### src/hdl/fpes_pkg.sv
package fpes_pkg;
	// Command opcodes
	localparam logic [7:0] OP_WREN = 8'h06;
	localparam logic [7:0] OP_WRDI = 8'h04;
	localparam logic [7:0] OP_RDSR1 = 8'h05;
	localparam logic [7:0] OP_RDSR2 = 8'h35;
	localparam logic [7:0] OP_WRSR1 = 8'h01;
	localparam logic [7:0] OP_WRSR2 = 8'h31;
	localparam logic [7:0] OP_PP = 8'h02;
	localparam logic [7:0] OP_QPP = 8'h33;
	localparam logic [7:0] OP_SE = 8'h20;
	localparam logic [7:0] OP_BE32 = 8'h52;
	localparam logic [7:0] OP_BE64 = 8'hD8;
	localparam logic [7:0] OP_CE1 = 8'hC7;
	localparam logic [7:0] OP_CE2 = 8'h60;
	localparam logic [7:0] OP_SUSP = 8'h75;
	localparam logic [7:0] OP_RESM = 8'h7A;
	// Bit counts at frame boundaries
	localparam logic [15:0] NB_OPC = 16'h0008;
	localparam logic [15:0] NB_SRW = 16'h0010;
	localparam logic [15:0] NB_ADR = 16'h0020;
	localparam logic [15:0] NB_DAT1 = 16'h0028;
	localparam logic [15:0] NB_MAX = 16'hFFFF;
	localparam logic [15:0] W_ONE = 16'h0001;
	localparam logic [15:0] W_QUAD = 16'h0004;
	// Timing
	localparam int unsigned CLK_MHZ = 40;
	localparam int unsigned RESUME_NS = 200;
	localparam logic [31:0] RESUME_CYC = 32'(RESUME_NS * CLK_MHZ / 1000);
	// Operation kinds
	localparam logic [2:0] K_PROG = 3'h0;
	localparam logic [2:0] K_4K = 3'h1;
	localparam logic [2:0] K_32K = 3'h2;
	localparam logic [2:0] K_64K = 3'h3;
	localparam logic [2:0] K_ALL = 3'h4;
	localparam logic [23:0] M_PAGE = 24'h0000FF;
	localparam logic [23:0] M_4K = 24'h000FFF;
	localparam logic [23:0] M_32K = 24'h007FFF;
	localparam logic [23:0] M_64K = 24'h00FFFF;
	// Protection geometry
	localparam logic [4:0] PROT_SEC_SH = 5'h0C;
	localparam logic [4:0] PROT_BLK_SH = 5'h10;
	localparam logic [24:0] ARRAY_LIM = 25'h1000000;
	// Pin vector layout and its reset value (chip select idle high)
	localparam int IX_CS = 5;
	localparam int IX_SCK = 4;
	localparam int IX_SO = 1;
	localparam logic [5:0] PIN_RST = 6'h20;
	typedef enum logic [4:0] {
		S_IDLE = 5'b00001,
		S_RUN = 5'b00010,
		S_SUSP = 5'b00100,
		S_PAUSED = 5'b01000,
		S_RESM = 5'b10000
	} fpes_seq_e;
endpackage : fpes_pkg

### src/hdl/fpes_fifo.sv
`timescale 1ns/10ps
module fpes_fifo
	import fpes_pkg::*;
#(
	parameter int WIDTH = 16,
	parameter int DEPTH = 32
)(
	input wire logic clock, // System clock
	input wire logic rst, // Async reset, high
	input wire logic ce, // Clock enable
	input wire logic in_valid, // Write request
	output logic in_ready, // Space available
	input wire logic [WIDTH-1:0] in_data, // Write data
	output logic out_valid, // Output word held
	input wire logic out_ready, // Sink takes word
	output logic [WIDTH-1:0] out_data // Output word
);
	localparam int AW = $clog2(DEPTH);
	localparam logic [AW:0] FULL = (AW+1)'(DEPTH);
	logic [WIDTH-1:0] mem_q [DEPTH];
	logic [AW-1:0] wr_q, wr_d, rd_q, rd_d;
	logic [AW:0] cnt_q, cnt_d;
	logic ov_q, ov_d;
	logic [WIDTH-1:0] od_q, od_d;
	logic push, load;

	always_comb
	begin
		in_ready = cnt_q != FULL;
		push = in_valid && in_ready;
		load = (cnt_q != '0) && (!ov_q || out_ready);
		wr_d = push ? wr_q + 1'b1 : wr_q;
		rd_d = load ? rd_q + 1'b1 : rd_q;
		cnt_d = cnt_q + (AW+1)'(push) - (AW+1)'(load);
		ov_d = load ? 1'b1 : (out_ready ? 1'b0 : ov_q);
		od_d = load ? mem_q[rd_q] : od_q;
	end

	always_ff @(posedge clock or posedge rst)
	begin
		if (rst)
		begin
			wr_q <= '0;
			rd_q <= '0;
			cnt_q <= '0;
			ov_q <= 1'b0;
			od_q <= '0;
		end
		else if (ce)
		begin
			wr_q <= wr_d;
			rd_q <= rd_d;
			cnt_q <= cnt_d;
			ov_q <= ov_d;
			od_q <= od_d;
		end
	end

	// Storage has no reset; only written words are ever read
	always_ff @(posedge clock)
	begin
		if (ce && push)
			mem_q[wr_q] <= in_data;
	end

	assign out_valid = ov_q;
	assign out_data = od_q;
endmodule : fpes_fifo

### src/hdl/fpes_ctrl.sv
`timescale 1ns/10ps
module fpes_ctrl
	import fpes_pkg::*;
#(
	parameter int unsigned WRITE_PAGE_US = 700,
	parameter int unsigned WIPE_4K_US = 45000,
	parameter int unsigned WIPE_32K_US = 120000,
	parameter int unsigned WIPE_64K_US = 150000,
	parameter int unsigned WIPE_ALL_US = 20000000,
	parameter int unsigned PAUSE_US = 20,
	parameter int FIFO_DEPTH = 32
)(
	input wire logic clock, // 40 MHz system clock
	input wire logic rst, // Async reset, high
	input wire logic ce, // Clock enable
	input wire logic cs_n, // Chip select pin
	input wire logic sclk, // Serial clock pin
	input wire logic [3:0] io_in, // IO pins in
	output logic [3:0] io_out, // IO pins out
	output logic [3:0] io_oe, // IO drive enables
	input wire logic four_line_permit, // Quad transfers allowed
	input wire logic protect_invert, // Invert protected range
	input wire logic small_unit_protect, // 4K protect units
	input wire logic protect_from_low_end, // Range from address 0
	input wire logic protect_range_bit2, // Range size bit 2
	input wire logic protect_range_bit1, // Range size bit 1
	input wire logic protect_range_bit0, // Range size bit 0
	output logic busy, // Operation in progress
	output logic write_latch_flag, // Write enabled
	output logic paused_op_flag, // Operation suspended
	output logic op_start, // Start pulse to array
	output logic [2:0] op_kind, // Kind of operation
	output logic [23:0] op_addr, // Base address
	output logic op_pause, // Array must hold still
	output logic status_wr_strobe, // Status write accepted
	output logic mem_page_clear, // Clear page latch
	output logic mem_wr_valid, // Page latch byte valid
	output logic [7:0] mem_wr_col, // Byte offset in page
	output logic [7:0] mem_wr_data, // Byte value
	input wire logic mem_wr_ready // Page latch takes byte
);
	localparam logic [31:0] WPG_CYC = 32'(WRITE_PAGE_US * CLK_MHZ);
	localparam logic [31:0] W4K_CYC = 32'(WIPE_4K_US * CLK_MHZ);
	localparam logic [31:0] W32K_CYC = 32'(WIPE_32K_US * CLK_MHZ);
	localparam logic [31:0] W64K_CYC = 32'(WIPE_64K_US * CLK_MHZ);
	localparam logic [31:0] WALL_CYC = 32'(WIPE_ALL_US * CLK_MHZ);
	localparam logic [31:0] PAUSE_CYC = 32'(PAUSE_US * CLK_MHZ);

	function automatic logic is_prog(input logic [7:0] op);
		return op == OP_PP || op == OP_QPP;
	endfunction : is_prog

	function automatic logic [2:0] kind_of(input logic [7:0] op);
		unique case (op)
			OP_SE: return K_4K;
			OP_BE32: return K_32K;
			OP_BE64: return K_64K;
			OP_CE1, OP_CE2: return K_ALL;
			default: return K_PROG;
		endcase
	endfunction : kind_of

	function automatic logic [23:0] span(input logic [2:0] k);
		unique case (k)
			K_4K: return M_4K;
			K_32K: return M_32K;
			K_64K: return M_64K;
			K_ALL: return '1; // Whole array reports base zero
			default: return M_PAGE;
		endcase
	endfunction : span

	function automatic logic [31:0] dur(input logic [2:0] k);
		unique case (k)
			K_4K: return W4K_CYC;
			K_32K: return W32K_CYC;
			K_64K: return W64K_CYC;
			K_ALL: return WALL_CYC;
			default: return WPG_CYC;
		endcase
	endfunction : dur

	function automatic logic prot_at(input logic [23:0] a, input logic [2:0] bp, input logic tb,
		input logic sec, input logic cmp);
		logic [4:0] sh;
		logic [24:0] lim;
		logic hit;
		sh = (sec ? PROT_SEC_SH : PROT_BLK_SH) + {2'h0, bp} - 5'h01;
		lim = 25'h0000001 << sh;
		hit = tb ? ({1'b0, a} < lim) : ({1'b0, a} >= ARRAY_LIM - lim);
		return ((bp != 3'h0) && hit) ^ cmp;
	endfunction : prot_at

	// Pin synchronisers: three stages, value taken when stages two and three agree
	logic [5:0] sy1_q, sy2_q, sy3_q, pin_q, pin_d, prv_q;
	logic cs_lo, sck_rise, sck_fall, fr_end;

	always_comb
	begin
		for (int i = 0; i < 6; i++)
			pin_d[i] = (sy2_q[i] == sy3_q[i]) ? sy3_q[i] : pin_q[i];
		cs_lo = !pin_q[IX_CS];
		sck_rise = pin_q[IX_SCK] && !prv_q[IX_SCK];
		sck_fall = !pin_q[IX_SCK] && prv_q[IX_SCK];
		fr_end = pin_q[IX_CS] && !prv_q[IX_CS];
	end

	always_ff @(posedge clock or posedge rst)
	begin
		if (rst)
		begin
			sy1_q <= PIN_RST;
			sy2_q <= PIN_RST;
			sy3_q <= PIN_RST;
			pin_q <= PIN_RST;
			prv_q <= PIN_RST;
		end
		else if (ce)
		begin
			sy1_q <= {cs_n, sclk, io_in};
			sy2_q <= sy1_q;
			sy3_q <= sy2_q;
			pin_q <= pin_d;
			prv_q <= pin_q;
		end
	end

	// Frame receiver
	logic [7:0] opc_q, opc_d, dat_q, dat_d, col_q, col_d, sho_q, sho_d, stat1, stat2;
	logic [15:0] nb_q, nb_d, w, nb_n;
	logic [23:0] adr_q, adr_d;
	logic ovr_q, ovr_d, clr_q, clr_d;
	logic [3:0] iout_q, iout_d, ioe_q, ioe_d;
	logic push, push_rdy, pg_ok, busy_q, wel_q, paused_q;
	logic [2:0] bp;

	assign bp = {protect_range_bit2, protect_range_bit1, protect_range_bit0};

	always_comb
	begin
		opc_d = opc_q;
		nb_d = nb_q;
		adr_d = adr_q;
		dat_d = dat_q;
		col_d = col_q;
		sho_d = sho_q;
		ovr_d = ovr_q;
		iout_d = iout_q;
		ioe_d = ioe_q;
		clr_d = 1'b0;
		push = 1'b0;
		stat1 = {1'b0, small_unit_protect, protect_from_low_end, bp, wel_q, busy_q};
		stat2 = {paused_op_flag, protect_invert, 4'h0, four_line_permit, 1'b0};
		w = (opc_q == OP_QPP && nb_q >= NB_OPC) ? W_QUAD : W_ONE;
		nb_n = (nb_q > NB_MAX - w) ? NB_MAX : nb_q + w;
		pg_ok = is_prog(opc_q) && !busy_q && !paused_q;
		if (fr_end)
		begin
			nb_d = '0;
			ovr_d = 1'b0;
			ioe_d = '0;
			iout_d = '0;
		end
		else if (cs_lo && sck_rise)
		begin
			nb_d = nb_n;
			if (nb_q < NB_OPC)
			begin
				opc_d = {opc_q[6:0], pin_q[0]};
				sho_d = (opc_d == OP_RDSR2) ? stat2 : stat1;
				clr_d = (nb_n == NB_OPC) && is_prog(opc_d) && !busy_q && !paused_q;
			end
			else if (nb_q < NB_ADR)
			begin
				adr_d = (w == W_QUAD) ? {adr_q[19:0], pin_q[3:0]} : {adr_q[22:0], pin_q[0]};
				if (nb_n == NB_ADR)
					col_d = adr_d[7:0];
			end
			else
			begin
				dat_d = (w == W_QUAD) ? {dat_q[3:0], pin_q[3:0]} : {dat_q[6:0], pin_q[0]};
				if (nb_n[2:0] == 3'h0 && pg_ok)
				begin
					if (push_rdy)
					begin
						push = 1'b1;
						col_d = col_q + 8'h01;
					end
					else
						ovr_d = 1'b1;
				end
			end
		end
		else if (cs_lo && sck_fall && nb_q >= NB_OPC && (opc_q == OP_RDSR1 || opc_q == OP_RDSR2))
		begin
			iout_d[IX_SO] = sho_q[7];
			ioe_d[IX_SO] = 1'b1;
			sho_d = {sho_q[6:0], sho_q[7]};
		end
	end

	always_ff @(posedge clock or posedge rst)
	begin
		if (rst)
		begin
			opc_q <= '0;
			nb_q <= '0;
			adr_q <= '0;
			dat_q <= '0;
			col_q <= '0;
			sho_q <= '0;
			ovr_q <= 1'b0;
			clr_q <= 1'b0;
			iout_q <= '0;
			ioe_q <= '0;
		end
		else if (ce)
		begin
			opc_q <= opc_d;
			nb_q <= nb_d;
			adr_q <= adr_d;
			dat_q <= dat_d;
			col_q <= col_d;
			sho_q <= sho_d;
			ovr_q <= ovr_d;
			clr_q <= clr_d;
			iout_q <= iout_d;
			ioe_q <= ioe_d;
		end
	end

	fpes_fifo #(.WIDTH(16), .DEPTH(FIFO_DEPTH)) u_fifo (
		.clock(clock),
		.rst(rst),
		.ce(ce),
		.in_valid(push),
		.in_ready(push_rdy),
		.in_data({col_q, dat_d}),
		.out_valid(mem_wr_valid),
		.out_ready(mem_wr_ready),
		.out_data({mem_wr_col, mem_wr_data})
	);

	// Command decision at chip select rise, and the operation sequencer
	fpes_seq_e seq_q, seq_d;
	logic [31:0] rem_q, rem_d, lat_q, lat_d;
	logic [2:0] kind_q, kind_d, fk;
	logic [23:0] base_q, base_d, fbase;
	logic busy_d, wel_d, paused_d, start_q, start_d, pause_q, pause_d, sw_q, sw_d;
	logic one, er_frame, pg_frame, hit, start_go, sus_go, res_go, sw_go, susp_prog;

	always_comb
	begin
		one = nb_q == NB_OPC;
		fk = kind_of(opc_q);
		fbase = adr_q & ~span(fk);
		er_frame = (((opc_q == OP_SE || opc_q == OP_BE32 || opc_q == OP_BE64) && nb_q == NB_ADR)
			|| ((opc_q == OP_CE1 || opc_q == OP_CE2) && one));
		pg_frame = is_prog(opc_q) && nb_q >= NB_DAT1 && nb_q[2:0] == 3'h0 && !ovr_q
			&& (opc_q != OP_QPP || four_line_permit);
		hit = (fk == K_ALL) ? ((bp != 3'h0) || protect_invert)
			: (prot_at(fbase, bp, protect_from_low_end, small_unit_protect, protect_invert)
			|| prot_at(fbase | span(fk), bp, protect_from_low_end, small_unit_protect, protect_invert));
		start_go = fr_end && seq_q == S_IDLE && wel_q && (er_frame || pg_frame) && !hit;
		sus_go = fr_end && one && opc_q == OP_SUSP && seq_q == S_RUN && kind_q != K_ALL;
		res_go = fr_end && one && opc_q == OP_RESM && seq_q == S_PAUSED;
		sw_go = fr_end && nb_q == NB_SRW && (opc_q == OP_WRSR1 || opc_q == OP_WRSR2)
			&& wel_q && !busy_q && !paused_q;
		susp_prog = paused_q && kind_q == K_PROG;
		seq_d = seq_q;
		rem_d = rem_q;
		lat_d = lat_q;
		kind_d = kind_q;
		base_d = base_q;
		busy_d = busy_q;
		paused_d = paused_q;
		start_d = 1'b0;
		sw_d = sw_go;
		wel_d = wel_q;
		if (fr_end && one && opc_q == OP_WREN && !busy_q)
			wel_d = 1'b1;
		else if ((fr_end && one && opc_q == OP_WRDI && !busy_q) || sw_go)
			wel_d = 1'b0;
		unique case (seq_q)
			S_IDLE:
				if (start_go)
				begin
					seq_d = S_RUN;
					busy_d = 1'b1;
					wel_d = 1'b0;
					kind_d = fk;
					base_d = (fk == K_PROG) ? adr_q : fbase;
					rem_d = dur(fk);
					start_d = 1'b1;
				end
			S_RUN:
				if (sus_go)
				begin
					seq_d = S_SUSP;
					paused_d = 1'b1;
					lat_d = PAUSE_CYC;
				end
				else if (rem_q <= 32'h1)
				begin
					seq_d = S_IDLE;
					busy_d = 1'b0;
				end
				else
					rem_d = rem_q - 32'h1;
			S_SUSP:
				if (lat_q <= 32'h1)
				begin
					seq_d = S_PAUSED;
					busy_d = 1'b0;
				end
				else
					lat_d = lat_q - 32'h1;
			S_PAUSED:
				if (res_go)
				begin
					seq_d = S_RESM;
					paused_d = 1'b0;
					lat_d = RESUME_CYC;
				end
			S_RESM:
				if (lat_q <= 32'h1)
				begin
					seq_d = S_RUN;
					busy_d = 1'b1;
				end
				else
					lat_d = lat_q - 32'h1;
		endcase
		pause_d = seq_d == S_SUSP || seq_d == S_PAUSED || seq_d == S_RESM;
	end

	always_ff @(posedge clock or posedge rst)
	begin
		if (rst)
		begin
			seq_q <= S_IDLE;
			rem_q <= '0;
			lat_q <= '0;
			kind_q <= K_PROG;
			base_q <= '0;
			busy_q <= 1'b0;
			wel_q <= 1'b0;
			paused_q <= 1'b0;
			start_q <= 1'b0;
			pause_q <= 1'b0;
			sw_q <= 1'b0;
		end
		else if (ce)
		begin
			seq_q <= seq_d;
			rem_q <= rem_d;
			lat_q <= lat_d;
			kind_q <= kind_d;
			base_q <= base_d;
			busy_q <= busy_d;
			wel_q <= wel_d;
			paused_q <= paused_d;
			start_q <= start_d;
			pause_q <= pause_d;
			sw_q <= sw_d;
		end
	end

	assign io_out = iout_q;
	assign io_oe = ioe_q;
	assign busy = busy_q;
	assign write_latch_flag = wel_q;
	assign paused_op_flag = paused_q;
	assign op_start = start_q;
	assign op_kind = kind_q;
	assign op_addr = base_q;
	assign op_pause = pause_q;
	assign status_wr_strobe = sw_q;
	assign mem_page_clear = clr_q;

	localparam int CHK_RES = 8;
endmodule : fpes_ctrl

### config.mk
export PLATFORM = sky130hd
export DESIGN_NAME = fpes_ctrl
export DESIGN_NICKNAME = d
export VERILOG_FILES = /design/src/hdl/fpes_pkg.sv /design/src/hdl/fpes_fifo.sv /design/src/hdl/fpes_ctrl.sv
export SDC_FILE = /design/constraint.sdc
export NUM_CORES = 1
export LEC_CHECK = 0
export ABC_AREA = 1
export BUFFER_PORTS_ARGS = -buffer_cell sky130_fd_sc_hd__buf_2
export CORE_ASPECT_RATIO = 1.75
export CORE_UTILIZATION = 46
export CTS_BUF_LIST = sky130_fd_sc_hd__clkbuf_16
export DETAILED_ROUTE_END_ITERATION = 8
export GPL_TIMING_DRIVEN = 0
export HOLD_SLACK_MARGIN = 0.03
export PLACE_DENSITY = 0.65
export SYNTH_ARGS = -nofsm -noshare
export SYNTH_HDL_FRONTEND = slang
export SYNTH_SLANG_ARGS = --single-unit
### constraint.sdc
create_clock -name clock -period 19.09 [get_ports clock]
set_clock_uncertainty 0.2 [all_clocks]
set_input_delay 2.8635 -clock clock [delete_from_list [all_inputs] [get_ports clock]]
set_output_delay 2.8635 -clock clock [all_outputs]
set_load 0.05 [all_outputs]
==> qor.txt <==
=====================================================================================
Final Critical Period                                                         8540 ps
Total number of placement rows                                                    134
Post-synthesis average cell area                                            9.72 um^2
Initial cell density of the core                                                46.6%
Highest fanout seen on the critical path                                           10
Die Wd                                                                         212 um
Final Hold Viols                                                                    0
Wire length per cell after detailed routing                                   23.3 um
Aggregate negative setup slack                                                   0 ps
Pwr per Cell Area                                                         149 mW/mm^2
Die Footprint                                                             0.0786 mm^2
Via-to-Cell Ratio                                                                5.76
H-tree level count                                                                  3
Number of placed I/O pins                                                          76
Hold-fix buffers at CTS                                                             0
Max-slew violation count                                                            0
Detailed placer's ending HPWL                                                84600 um
Total number of yosys warnings                                                      0
RSZ-0062 raised after global routing                                               no
Final core utilization                                                          53.1%
Final worst path period share                                                   44.8%
Count of flip-flops with a built-in enable after synthesis                        512
DRC                                                                                 0
Launch point of the worst path                                           small_unit_protect
TritonCTS Sinks                                                                   749
Vias after detailed routing                                                     28.4k
Clk_lat worst skew                                                             640 ps
Hold Startpoint                                                          op_addr[19]$_DFFE_PP0P_
Total overflow reported by the global router                                        0
Synth Flop Type                                                          sky130_fd_sc_hd__edfxtp_1
Area of the multi-input gates                                             0.0127 mm^2
Startpoint types                                                         primary input
Number of max-capacitance violations reported                                       0
Most frequent standard cell in the layout excluding fill and tap cells   sky130_fd_sc_hd__nand2_1
CTS Buf Count                                                                      70
Start of the worst register-to-register path                             nb_q[8]$_DFFE_PP0P_
Antenna viol nets, final                                                            0
Relative slew slack                                                             2.73%
Clk slew on worst S/H paths                                                     60 ps
Slew @ Worst Pin                                                              1460 ps
Worst R2R Setup Slack                                                        12930 ps
Post-Synthesis Cells                                                             3662
Highest ir drop seen on vdd                                                 0.0811 mV
Post-CTS Setup Inserts                                                              0
Storage element area                                                      0.0213 mm^2
Slowest cell on crit path                                                sky130_fd_sc_hd__fa_1
Kind of critical path                                                       in -> reg
Number of antenna violations at the first check in global routing                   2
Worst min path class                                                       reg -> reg
Total global routing track utilization                                          29.6%
Maximum root-to-sink buffer count                                                   3
Quantity of I/O buffers inserted on ports                                          67
First-pass iteration count of the detailed router                                   6
Layout cells sized above 1                                                      9.01%
Netlist cell types                                                                 61
Via count of the first global-routing pass                                      28.3k
Fillcell total                                                                   6992
Clock tree from TritonCTS                                                       built
Outcome                                                                     completed
Number of gates given a new drive strength after cts                                0
Achievable frequency                                                          117 MHz
First-iteration detailed-routing DRC count                                       2225
Final net count                                                                  3951
Number of setup violations in the final report                                      0
Crit end category                                                            register
Data required time of the worst path                                         19400 ps
DRT Wirelength                                                              115000 um
Static power due to leakage                                                   16.2 nW
Layout overhead on the synthesized area                                         13.9%
Root Driver                                                              sky130_fd_sc_hd__clkbuf_16
Die span in y                                                                  370 um
Synthesized cell area                                                     0.0356 mm^2
Part of the Yosys area used for sequential elements                             59.9%
Global-route wire length before repair                                      172000 um
Cell seen most often among critical-path stages                          sky130_fd_sc_hd__nor2_1
Async SR Flop Fraction                                                          31.6%
Final Wtd Congestion                                                             1.03
Critical path data arrival time                                               8860 ps
Core area                                                                 0.0765 mm^2
Pin count of the biggest net entering global routing                              102
Most frequent cells in the layout                                        622 x sky130_fd_sc_hd__nand2_1, 544 x sky130_fd_sc_hd__nor2_1, 512 x sky130_fd_sc_hd__edfxtp_1
FF+latch count, synth                                                             749
Slowest Stage Delay on Critical Path                                           490 ps
=====================================================================================
==> routing by layer <==
metal,wire (um),global-route usage [%]
met5,0,0
met4,9230,21.8
met3,6250,4.26
met2,60800,54.8
met1,38600,29.8
==> cell families (layout without fill, tap and decap cells) <==
group | after synthesis | count (layout) | synth area share [%]
compound gates | 750 | 750 | 11.9
other cells | 1 | 8 | 0.0105
simple gates | 1570 | 1570 | 18.9
xor+xnor | 47 | 47 | 1.16
fa+ha+maj | 84 | 84 | 3.02
buf+inv | 460 | 700 | 5.13
mux | 1 | 1 | 0.0281
flops | 749 | 749 | 59.9
==> power breakdown <==
group          internal (mW)  total (mW)  leakage [nW]  switching [mW]
logic                  0.654        2.35          7.28            1.70
clock network          0.810        1.44          1.19           0.633
registers               2.03        2.25          7.69           0.212
==> cell type report <==
cell class | instances | area share, %
repair buffers | 111 | 2.80
clock inverters | 54 | 1.13
flip-flops and latches | 749 | 52.6
multi-input cells | 2458 | 31.2
inverters | 285 | 2.67
plain buffers | 175 | 1.85
clock buffers | 75 | 4.63
well taps | 1020 | 3.15
diodes | 2 | 0.0123
==> final timing paths <==
kind	end	cells past startpoint
max	op_addr[4]$_DFFE_PP0P_	37
min in group asynchronous	op_addr[23]$_DFFE_PP0P_	2
min reg2reg	op_addr[19]$_DFFE_PP0P_	2
max in group asynchronous	lat_q[6]$_DFFE_PP0P_	4
max reg2reg	u_fifo.mem_q[23][7]$_DFFE_PP_	26
min	op_addr[19]$_DFFE_PP0P_	2
==> synth_stat cells, types with 20 or more instances <==
cell                       number  share of area [%]
sky130_fd_sc_hd__a21oi_1       88                1.2
sky130_fd_sc_hd__clkbuf_1     143                1.5
sky130_fd_sc_hd__dfrtp_1      231                 16
sky130_fd_sc_hd__edfxtp_1     512                 43
sky130_fd_sc_hd__ha_1          81                2.8
sky130_fd_sc_hd__inv_1        262                2.8
sky130_fd_sc_hd__nand2_1      622                6.6
sky130_fd_sc_hd__nand3_1      129                1.8
sky130_fd_sc_hd__nand4_1      110                1.9
sky130_fd_sc_hd__nor2_1       574                6.1
sky130_fd_sc_hd__nor3_1        57               0.80
sky130_fd_sc_hd__nor4_1        21               0.37
sky130_fd_sc_hd__o211ai_1      20               0.42
sky130_fd_sc_hd__o21ai_0      441                6.2
sky130_fd_sc_hd__o221ai_1      50                1.2
sky130_fd_sc_hd__o22ai_1       92                1.6
sky130_fd_sc_hd__xor2_1        33               0.81
==> sequential cells by signal (all words and copies together), names as in the netlist, 2 cells and up <==
register	count
nb_q	16
adr_q	24
prv_q	2
op_kind	3
op_addr	24
u_fifo.out_data	16
lat_q	32
rem_q	32
sho_q	8
sy3_q	6
u_fifo.rd_q	5
dat_q	8
pin_q	6
opc_q	8
u_fifo.cnt_q	6
sy1_q	6
u_fifo.mem_q	512
sy2_q	6
col_q	8
seq_q	5
u_fifo.wr_q	5
==> stage by stage <==
stage	hold WS [ps]	setup WS, ps	instances	instance area (um^2)	power, mW
after global placement	251	6160	4754	37200	4.50
after CTS	276	10570	4927	40600	6.02
after detailed placement	261	9940	4798	38200	4.59
after floorplan	242	9530	3667	35600	3.61
after global routing	294	10060	4929	40600	6.33
final	274	10550	4929	40600	6.04
==> critical path, delay by kind of cell <==
family	cells	cell delay, ps
simple gates	25	3870
fa+ha+maj	3	960
buf+inv	7	910
compound gates	2	240
Power figures use the tool's default switching activity.
